File: src/inc/led_current_scaling_defines.vh
// constants for the led current scaling block: register map, field
// widths, reset values and scaling figures.
// assumes nothing beyond plain verilog-2005 inclusion.
`ifndef LED_CURRENT_SCALING_DEFINES_VH
`define LED_CURRENT_SCALING_DEFINES_VH

// register byte addresses
`define TRIM_BASE 8'h00
`define BRIGHT_BASE 8'h60
`define RANGE_ADDR 8'h6C
`define STATUS_ADDR 8'h70
`define COUNT_BASE 8'h74
`define LAST_ADDR 8'h7C

// field widths and counts
`define CHANNELS 24
`define GROUPS 3
`define GROUP_SIZE 8
`define TRIM_W 7
`define BRIGHT_W 8
`define LEVEL_W 16
`define COUNT_W 12

// reset values
`define TRIM_RST 7'h00
`define BRIGHT_RST 8'h00
`define RANGE_RST 3'h0

// scaling figures: trim max code, brightness max code, level full scale
`define TRIM_MAX 127
`define BRIGHT_MAX 255
`define LEVEL_MAX 65535
// high range offset in half trim steps (added to 2*trim): one third of full span = 127/381
`define HIGH_OFFSET 127
// denominator: 3 * 127 * 255
`define SCALE_DEN 97155

// bus responses
`define RESP_OKAY 2'h0
`define RESP_SLVERR 2'h2

`endif

File: src/verilog/led_current_scaling.v
// per-channel current trim and per-group brightness scaling for 24 sinks
// in three colour groups, with an axi4-lite register slave.
// assumes clk at 10 MHz, blankingInputN from a pin, bus on clk.
//
// Chosen here: the address map and register access over AXI4-Lite.
`timescale 1ns/1ps
`include "led_current_scaling_defines.vh"

module led_current_scaling #(
	parameter CHANNELS = `CHANNELS,
	parameter LEVEL_W = `LEVEL_W,
	parameter COUNT_W = `COUNT_W
) (
	// clock and reset
	input wire clk,
	input wire nrst,
	// axi4-lite write address
	input wire awvalid,
	output wire awready,
	input wire [7:0] awaddr,
	input wire [2:0] awprot,
	// axi4-lite write data
	input wire wvalid,
	output wire wready,
	input wire [31:0] wdata,
	input wire [3:0] wstrb,
	// axi4-lite write response
	output wire bvalid,
	input wire bready,
	output wire [1:0] bresp,
	// axi4-lite read address
	input wire arvalid,
	output wire arready,
	input wire [7:0] araddr,
	input wire [2:0] arprot,
	// axi4-lite read data
	output wire rvalid,
	input wire rready,
	output wire [31:0] rdata,
	output wire [1:0] rresp,
	// blanking pin
	input wire blankingInputN,
	// sink stage
	output wire [CHANNELS-1:0] sinkEnable,
	output wire [CHANNELS*LEVEL_W-1:0] levelCodes
);

	// level code = (offset + 2*trim) * brightness * full / (3*127*255)
	function [15:0] calcLevel;
		input [6:0] trim;
		input [7:0] bright;
		input highRange;
		reg [39:0] num;
		reg [39:0] prod;
		begin
			// low range: twice the trim over 381; high range adds 127
			num = {32'h0, trim, 1'b0};
			if (highRange) begin
				num = num + `HIGH_OFFSET;
			end
			// 40 bits hold the worst product, 381 * 255 * 65535
			prod = num * {32'h0, bright};
			prod = prod * `LEVEL_MAX;
			prod = prod / `SCALE_DEN;
			calcLevel = prod[15:0];
		end
	endfunction

	// aligned and inside the map
	function isWord;
		input [7:0] addr;
		begin
			isWord = (addr[1:0] == 2'h0) && (addr <= `LAST_ADDR);
		end
	endfunction

	// register file
	reg [6:0] trim_r [0:CHANNELS-1];
	reg [7:0] bright_r [0:`GROUPS-1];
	reg [2:0] range_r;

	// blanking path and group counters
	reg [COUNT_W-1:0] count_r [0:`GROUPS-1];
	reg blankMeta_r;
	reg blankSync_r;
	reg blankPrev_r;

	// sink stage outputs and refresh pointer
	reg [CHANNELS-1:0] sinkEnable_r;
	reg [CHANNELS*LEVEL_W-1:0] levelFlat_r;
	reg [4:0] chan_r;

	// bus slave state
	reg awHave_r;
	reg wHave_r;
	reg [7:0] awAddr_r;
	reg [31:0] wData_r;
	reg [3:0] wStrb_r;
	reg bValid_r;
	reg [1:0] bResp_r;
	reg rValid_r;
	reg [31:0] rData_r;
	reg [1:0] rResp_r;

	// combinational helpers and loop indices
	reg [31:0] readVal;
	reg [1:0] chanGroup;
	integer i;
	integer g;

	wire doWrite = awHave_r && wHave_r && !bValid_r;
	wire [7:0] wIdx = awAddr_r >> 2;
	wire [7:0] rIdx = araddr >> 2;

	// ready outputs are combinational, the rest come from flops
	assign awready = !awHave_r && !bValid_r;
	assign wready = !wHave_r && !bValid_r;
	assign bvalid = bValid_r;
	assign bresp = bResp_r;
	assign arready = !rValid_r;
	assign rvalid = rValid_r;
	assign rdata = rData_r;
	assign rresp = rResp_r;
	assign sinkEnable = sinkEnable_r;
	assign levelCodes = levelFlat_r;

	// read decode
	// unmapped or unaligned reads are zeroed by the bus slave
	always @* begin
		readVal = 32'h0;
		if (araddr < `BRIGHT_BASE) begin
			readVal = {25'h0, trim_r[rIdx[4:0]]};
		end else if (araddr < `RANGE_ADDR) begin
			readVal = {24'h0, bright_r[rIdx[1:0] - 2'h0]};
			case (araddr)
			8'h60: readVal = {24'h0, bright_r[0]};
			8'h64: readVal = {24'h0, bright_r[1]};
			default: readVal = {24'h0, bright_r[2]};
			endcase
		end else if (araddr == `RANGE_ADDR) begin
			readVal = {29'h0, range_r};
		end else if (araddr == `STATUS_ADDR) begin
			readVal = {31'h0, blankSync_r};
		end else begin
			case (araddr)
			8'h74: readVal = {20'h0, count_r[0]};
			8'h78: readVal = {20'h0, count_r[1]};
			default: readVal = {20'h0, count_r[2]};
			endcase
		end
	end

	// bus slave
	always @(posedge clk) begin
		if (!nrst) begin
			awHave_r <= 1'b0;
			wHave_r <= 1'b0;
			awAddr_r <= 8'h00;
			wData_r <= 32'h0;
			wStrb_r <= 4'h0;
			bValid_r <= 1'b0;
			bResp_r <= `RESP_OKAY;
			rValid_r <= 1'b0;
			rData_r <= 32'h0;
			rResp_r <= `RESP_OKAY;
		end else begin
			if (awvalid && awready) begin
				awHave_r <= 1'b1;
				awAddr_r <= awaddr;
			end
			if (wvalid && wready) begin
				wHave_r <= 1'b1;
				wData_r <= wdata;
				wStrb_r <= wstrb;
			end
			// answer only once both halves are held
			if (doWrite) begin
				awHave_r <= 1'b0;
				wHave_r <= 1'b0;
				bValid_r <= 1'b1;
				if (isWord(awAddr_r) && awAddr_r <= `RANGE_ADDR) begin
					bResp_r <= `RESP_OKAY;
				end else begin
					bResp_r <= `RESP_SLVERR;
				end
			end else if (bValid_r && bready) begin
				bValid_r <= 1'b0;
			end
			// a pending read answer refuses the next address
			if (arvalid && arready) begin
				rValid_r <= 1'b1;
				if (isWord(araddr)) begin
					rData_r <= readVal;
					rResp_r <= `RESP_OKAY;
				end else begin
					rData_r <= 32'h0;
					rResp_r <= `RESP_SLVERR;
				end
			end else if (rValid_r && rready) begin
				rValid_r <= 1'b0;
			end
		end
	end

	// trim, brightness and range storage, low byte lane only
	// bits above each field are dropped and read back as zero
	// status and counters are read only
	always @(posedge clk) begin
		if (!nrst) begin
			for (i = 0; i < CHANNELS; i = i + 1) begin
				trim_r[i] <= `TRIM_RST;
			end
			for (i = 0; i < `GROUPS; i = i + 1) begin
				bright_r[i] <= `BRIGHT_RST;
			end
			range_r <= `RANGE_RST;
		end else if (doWrite && wStrb_r[0] && isWord(awAddr_r)) begin
			if (awAddr_r < `BRIGHT_BASE) begin
				trim_r[wIdx[4:0]] <= wData_r[6:0];
			end else if (awAddr_r == `BRIGHT_BASE) begin
				bright_r[0] <= wData_r[7:0];
			end else if (awAddr_r == 8'h64) begin
				bright_r[1] <= wData_r[7:0];
			end else if (awAddr_r == 8'h68) begin
				bright_r[2] <= wData_r[7:0];
			end else if (awAddr_r == `RANGE_ADDR) begin
				range_r <= wData_r[2:0];
			end
		end
	end

	// blanking pin synchroniser and group counters
	always @(posedge clk) begin
		if (!nrst) begin
			blankMeta_r <= 1'b0;
			blankSync_r <= 1'b0;
			blankPrev_r <= 1'b0;
			sinkEnable_r <= {CHANNELS{1'b0}};
			for (g = 0; g < `GROUPS; g = g + 1) begin
				count_r[g] <= {COUNT_W{1'b0}};
			end
		end else begin
			// only the second flop reads the first
			blankMeta_r <= blankingInputN;
			blankSync_r <= blankMeta_r;
			blankPrev_r <= blankSync_r;
			// sinks off whenever blanking is low
			sinkEnable_r <= {CHANNELS{blankSync_r}};
			// counters restart on either change of the synced level
			for (g = 0; g < `GROUPS; g = g + 1) begin
				if (!blankSync_r || blankPrev_r != blankSync_r) begin
					count_r[g] <= {COUNT_W{1'b0}};
				end else begin
					count_r[g] <= count_r[g] + 1'b1;
				end
			end
		end
	end

	// level codes refreshed one channel per cycle, round robin
	// one shared divider serves all outputs; a write reaches its
	// level code within 25 cycles
	always @* begin
		// group of the channel being refreshed
		chanGroup = 2'h2;
		if (chan_r < `GROUP_SIZE) begin
			chanGroup = 2'h0;
		end else if (chan_r < 2 * `GROUP_SIZE) begin
			chanGroup = 2'h1;
		end
	end

	always @(posedge clk) begin
		if (!nrst) begin
			chan_r <= 5'h00;
			levelFlat_r <= {CHANNELS*LEVEL_W{1'b0}};
		end else begin
			levelFlat_r[chan_r*LEVEL_W +: LEVEL_W] <= calcLevel(
				trim_r[chan_r], bright_r[chanGroup],
				range_r[chanGroup]);
			if (chan_r == CHANNELS - 1) begin
				chan_r <= 5'h00;
			end else begin
				chan_r <= chan_r + 5'h01;
			end
		end
	end

endmodule // led_current_scaling

File: config.mk
export PLATFORM = sky130hd
export DESIGN_NAME = led_current_scaling
export DESIGN_NICKNAME = d
export VERILOG_FILES = /design/src/verilog/led_current_scaling.v
export VERILOG_INCLUDE_DIRS = /design/src /design/src/inc
export SDC_FILE = /design/constraint.sdc
export NUM_CORES = 2
export LEC_CHECK = 0
export BUFFER_PORTS_ARGS = -buffer_cell sky130_fd_sc_hd__buf_2
export CAP_MARGIN = 15
export CORE_ASPECT_RATIO = 0.75
export CORE_MARGIN = 3
export CORE_UTILIZATION = 55
export CTS_CLUSTER_SIZE = 8
export DETAILED_ROUTE_END_ITERATION = 10
export PLACE_DENSITY_LB_ADDON = 0.3
export REMOVE_ABC_BUFFERS = 1
export SYNTH_ARGS = -nofsm -noshare
export SYNTH_HDL_FRONTEND = slang
export SYNTH_SLANG_ARGS = --single-unit
File: constraint.sdc
create_clock -name clk -period 44.1 [get_ports clk]
set_input_delay 2.205 -clock clk [delete_from_list [all_inputs] [get_ports clk]]
set_output_delay 2.205 -clock clk [all_outputs]
set_load 0.005 [all_outputs]
=== Word-level counts from Yosys, hierarchy flattened ===
Memory sizes are Yosys's and may differ from the RTL's. A register that Yosys moved wholly into a read port is not among the register bits.
Index checks and enable logic that the tools add are counted.

* Multipliers: 2
* Divide/modulo/power cells: 1
* Eq/ne operators: 12
* Reductions and logical operators: 28
* Mux-type cells: 62
* Bitwise logic cells: 14
* Order comparisons: 9
* Add/subtract/negate cells: 6
* Shifts and indexed selects: 2

{| class="wikitable"
|+ Operators with widths
! operator !! number
|-
| $bwmux 384 || 1
|-
| $shift 16x34->384 const A || 1
|-
| $shiftx 16x34->384 || 1
|-
| $mux 12 || 8
|-
| $mux 32 || 3
|-
| $eq 8x7->1 const B || 10
|-
| $div 40x17->40 const B || 1
|-
| $mul 40x16->40 const B || 1
|-
| $mul 40x8->40 || 1
|-
| $mux 40 || 1
|-
| $add 12x1->12 const B || 3
|-
| $mux 1 || 35
|-
| $neg 9->34 || 1
|-
| $le 8x7->1 const B || 3
|-
| $lt 8x7->1 const B || 3
|-
| $mux 8 || 3
|-
| $pmux 12 s2 || 1
|-
| $pmux 8 s2 || 1
|-
| $logic_and 1x1->1 || 14
|-
| $mux 5 || 2
|-
| $add 8x7->9 const B || 1
|-
| $mux 9 || 1
|-
| $or 1x1->1 || 9
|-
| $mux 2 || 4
|-
| 16 further kinds || 27
|}

* Bits of input ports: 66
* Word-level logic and storage cells: 156
* Bits in writable memories: 228
* Flip-flop bits (word level): 453
* Memories kept: 3

{| class="wikitable"
|+ Memory list
! name !! depth !! width !! rd ports !! clocked after Yosys merged registers in !! write ports !! RTL line !! RTL
|-
| trim_r || 24 || 7 || 2 || 1 || 24 || led_current_scaling.v:78 || <nowiki>reg [6:0] trim_r [0:CHANNELS-1];</nowiki>
|-
| count_r || 3 || 12 || 3 || 0 || 3 || led_current_scaling.v:83 || <nowiki>reg [COUNT_W-1:0] count_r [0:`GROUPS-1];</nowiki>
|-
| bright_r || 3 || 8 || 4 || 0 || 3 || led_current_scaling.v:79 || <nowiki>reg [7:0] bright_r [0:`GROUPS-1];</nowiki>
|}

=== Depth between registers and ports, before layout ===
* Depth after elaboration: 12
* Depth in mapped cells: 158
* Gate-level depth less buffers: 133

=== Worst setup path before layout ===
No wires, ideal clock.

* Path type: register to register
* Start point: register chan_r[0]
* End point: register levelFlat_r[128], in the netlist levelCodes[128]
* Cell stages (with the launch flop): 141
* Data required time: 43.976 ns
* Data arrival time: 37.530 ns
* Path slack: 6.447 ns
* Library setup time: 0.124 ns
* Cell sequence: dfxtp_1 > buf_1 > clkbuf_1 > clkbuf_1 > clkbuf_1 > mux4_2 > mux4_2 > mux2i_1 > xnor2_1 > or2_2 > fa_1 > inv_1 > fa_1 > fa_1 > fa_1 > ha_1 > a21oi_1 > o21bai_1 > [105 not listed] > a2111o_1 > a21oi_1 > o21ai_1 > nand2_1 > xor2_1 > ha_1 > nor4b_2 > o221ai_1 > a21oi_1 > nor2_1 > o221ai_2 > nand3_1 > maj3_2 > xnor2_1 > o41ai_2 > a22oi_4 > buf_4 > o21ai_1

* Word-level cells in the longest chain between the ends: 12
* Elaborated cells between the ends (all ways): 16
* Classes of those cells: add/sub: 1; mul: 2; div: 1; order compare: 2; shift: 2; mux: 7; memory: 1

{| class="wikitable"
|+ RTL lines
! what !! RTL line !! RTL
|-
| start, declared || led_current_scaling.v:91 || <nowiki>reg [4:0] chan_r;</nowiki>
|-
| start signal, assigned || led_current_scaling.v:284 || <nowiki>chan_r <= chan_r + 5'h01;</nowiki>
|-
| $lt 5x5->1 (no source line) || n/a ||
|-
| $mux 2 || led_current_scaling.v:268 || <nowiki>end else if (chan_r < 2 * `GROUP_SIZE) begin</nowiki>
|-
| $mux 2 || led_current_scaling.v:266 || <nowiki>if (chan_r < `GROUP_SIZE) begin</nowiki>
|-
| $bmux 1 s2 || led_current_scaling.v:280 || <nowiki>range_r[chanGroup]);</nowiki>
|-
| $mux 1 (implied by the code) || led_current_scaling.v:280 ||
|-
| $mux 9 || led_current_scaling.v:58 || <nowiki>if (highRange) begin</nowiki>
|-
| $mux 40 || led_current_scaling.v:274 || <nowiki>if (!nrst) begin</nowiki>
|-
| $mul 40x8->40 || led_current_scaling.v:62 || <nowiki>prod = num * {32'h0, bright};</nowiki>
|-
| $mul 40x16->40 (no source line) || n/a ||
|-
| $div 40x17->40 (no source line) || n/a ||
|-
| $shiftx 16x34->384 || led_current_scaling.v:278 || <nowiki>levelFlat_r[chan_r*LEVEL_W +: LEVEL_W] <= calcLevel(</nowiki>
|-
| $bwmux 384 * || led_current_scaling.v:278 ||
|-
| end signal, assigned || led_current_scaling.v:276 || <nowiki>levelFlat_r <= {CHANNELS*LEVEL_W{1'b0}};</nowiki>
|-
| end signal, assigned by index || led_current_scaling.v:278 ||
|-
| end, declared || led_current_scaling.v:90 || <nowiki>reg [CHANNELS*LEVEL_W-1:0] levelFlat_r;</nowiki>
|}

Every way passes the cells marked *; elsewhere a longest branch is shown, timed or not. The select of a mux whose other input is x is not followed.
A chain may end at the register's enable or synchronous reset.

=== Worst setup path in the final report ===
* Start point: register chan_r[0]
* End point: register levelFlat_r[48], in the netlist levelCodes[48]

Same word-level chain as after synthesis.

==> impl_metrics.toml <==
[setup_path]
critPathCaptureType = "flop"
cp.arrival_ns = 42.15
startpoint_type = "flop"
critical_path_required_ns = 44.67
crit_type = "reg2reg"
crit_slowest_cell = "or4_4"
crit_family = "compound AO/OA/AOI/OAI gates"
path_max_fanout = 29
path_common_cell = "buf_4"
crit_path_max_incr_delay_ns = 0.67
path_buf_inv = 19

[timing]
drv_slew = 0
clock.fmax_ghz = 0.0240
tns_ns = 0
finalCritPeriodShare_pct = 94.3
min_period_ns = 41.59
slew-limit-headroom_pct = 12.4
fin_worst_skew_ns = 0.0705
tightest_slew_ns = 1.30
hold_violations = 0
setup_viol = 0

[route]
vias = 51500
drt-total-wl_um = 176000
drt_first_pass_iters = 6
post_drt_wl_per_cell_um = 20.8
antenna_left = 0
drcViolationCount = 0
vias_per_cell = 6.08
drtIter0Drc = 5085

[yosys]
async_reset_ff_share_pct = 0
synth_area_leaders = "dfxtp_1, edfxtp_1, fa_1"
synth.distinct_cells = 150
synth_seq_area_share_pct = 30.8
synth_ff_type = "dfxtp_1"
yosysMostFrequentCell = "nand2_1"
synth_edf_count = 284
syn_inst = 6305
synth_area_um2 = 55700
synth_common_cells = "nand2_1, nor2_1, dfxtp_1, a21oi_1, and2_1"
yosys.area.top_type_share_pct = 15.5
yosysWarnings = 0
yosysTopAreaCell = "dfxtp_1"
syn_avg_cell_area_um2 = 8.84
ys_ff_latch = 714

[clock_network]
cts_root_buf = "clkbuf_16"
htreeDepth = 3
hold_buffers = 0
tritoncts = "yes"
clk_pin_slew_ns = 0.05
cts_max_path_buffers = 3
cts.sinks = 714
worstSkewPairLatency_ns = 0.72
cts_buffers = 99

[placed_design]
port_buffers = 459
detailed_place_hpwl_um = 132000
routabilityCongestion = 0.946

[global_routing]
grt_antenna_before_repair = 2
grt_overflow = 0
grt_pass1_wl_um = 270000
grt_max_degree = 124
grt_usage_pct = 32.0
grt_pass1_vias = 48700

[floorplanning]
io_pins = 515
fp-row-count = 100
die_h_um = 282
core_um2 = 99800
die_area_um2 = 105000
die_w_um = 373
start_util_pct = 55.8

[job]
max_cap_viol_count = 0

[cells_and_area]
fin_nets = 7501
syn_to_final_growth_pct = 17.1
drive_gt1_share_pct = 20.0
diodes = 0

[min_path]
hp-class = "reg2reg"

[outcome]
status = "finished clean"
per-stage QoR:
step | hold WS [ns] | instance area [um2] | utilization [%] | cells | worst slack, ns
4_1_cts | 0.437 | 64700 | 64.8 | 8439 | 1.08
5_1_grt | 0.448 | 65200 | 65.3 | 8466 | -0.0108
3_3_place_gp | 0.419 | 61900 | 62.0 | 8288 | 1.81
6_report | 0.434 | 65200 | 65.3 | 8466 | 2.51
3_5_place_dp | 0.421 | 61900 | 62.0 | 8288 | 1.27
2_1_floorplan | 0.412 | 54300 | - | 6032 | -1.66
sequential cells by signal, summed over array words and instances (netlist names):
signal	cells
rresp	1
sinkEnable	1
blankMeta_r	1
wStrb_r	1
levelCodes	384
awHave_r	1
bvalid	1
blankSync_r	1
range_r	3
trim_r	224
rdata	12
count_r	36
wHave_r	1
awAddr_r	8
rvalid	1
bresp	1
bright_r	24
chan_r	5
wData_r	8
per-layer routing:
metal / GRT usage (%) / share of wire, % / up-vias
met3: 6.14 / 9.4 / 435
met2: 49.5 / 44 / 2474
met5: 0 / 0 / -
met4: 12.3 / 4.1 / 0
met1: 44.6 / 42 / 24700
li1: - / - / 23900
cell usage in the layout (no fill, tap or decap), drive strengths merged, types with 45 or more instances in the layout:
| master | instances |
|---|---|
| mux4 | 120 |
| edfxtp | 284 |
| dfxtp | 430 |
| clkbuf | 150 |
| mux2 | 50 |
| a211oi | 53 |
| ha | 164 |
| nor2 | 459 |
| nor2b | 176 |
| a21oi | 385 |
| and3 | 48 |
| and2 | 374 |
| a21o | 45 |
| nor3 | 224 |
| o21ai | 378 |
| mux2i | 111 |
| conb | 114 |
| o211ai | 65 |
| fa | 181 |
| nand3 | 150 |
| xnor2 | 221 |
| nand2 | 670 |
| nor4 | 50 |
| xor2 | 94 |
| a21boi | 128 |
| nand4 | 46 |
| buf | 950 |
| inv | 347 |
repair_timing:
item,CTS,global route
endpoints found under the setup margin,0,70
buffers inserted,0,11
endpoints found under the hold margin,0,0
gates resized for setup,0,27
cell type report:
type / count / area [um2]
timing repair buffer: 957 / 6270
clock buffer: 143 / 2650
multi-input combinational: 4973 / 36000
tap: 1326 / 1660
clock inverter: 8 / 164
fill: 8106 / 34600
sequential: 714 / 17100
inverter: 345 / 1290
worst paths after layout:
kind                     from              to  slack [ns]  depth (start not counted)
setup / recovery    chan_r[0]  levelCodes[48]        2.51                        144
hold / removal    blankMeta_r     blankSync_r        0.43                          1
setup reg to reg    chan_r[0]  levelCodes[48]        2.51                        144
hold reg to reg   blankMeta_r     blankSync_r        0.43                          1
cell families after synthesis:
family	Yosys count	share of synthesized area [%]
adders and majority gates	355	10.4
muxes	281	7.86
DFF	714	30.8
other	2	0.0135
buffers and inverters	730	5.67
xor gates and xnor gates	315	5.06
and+or+nand+nor	2393	21.6
AOI/OAI and AO/OA	1515	18.7
Power is left out: the tool's default activity adds up to more than one toggle a clock period on the data nets, which glitch-free logic cannot reach.
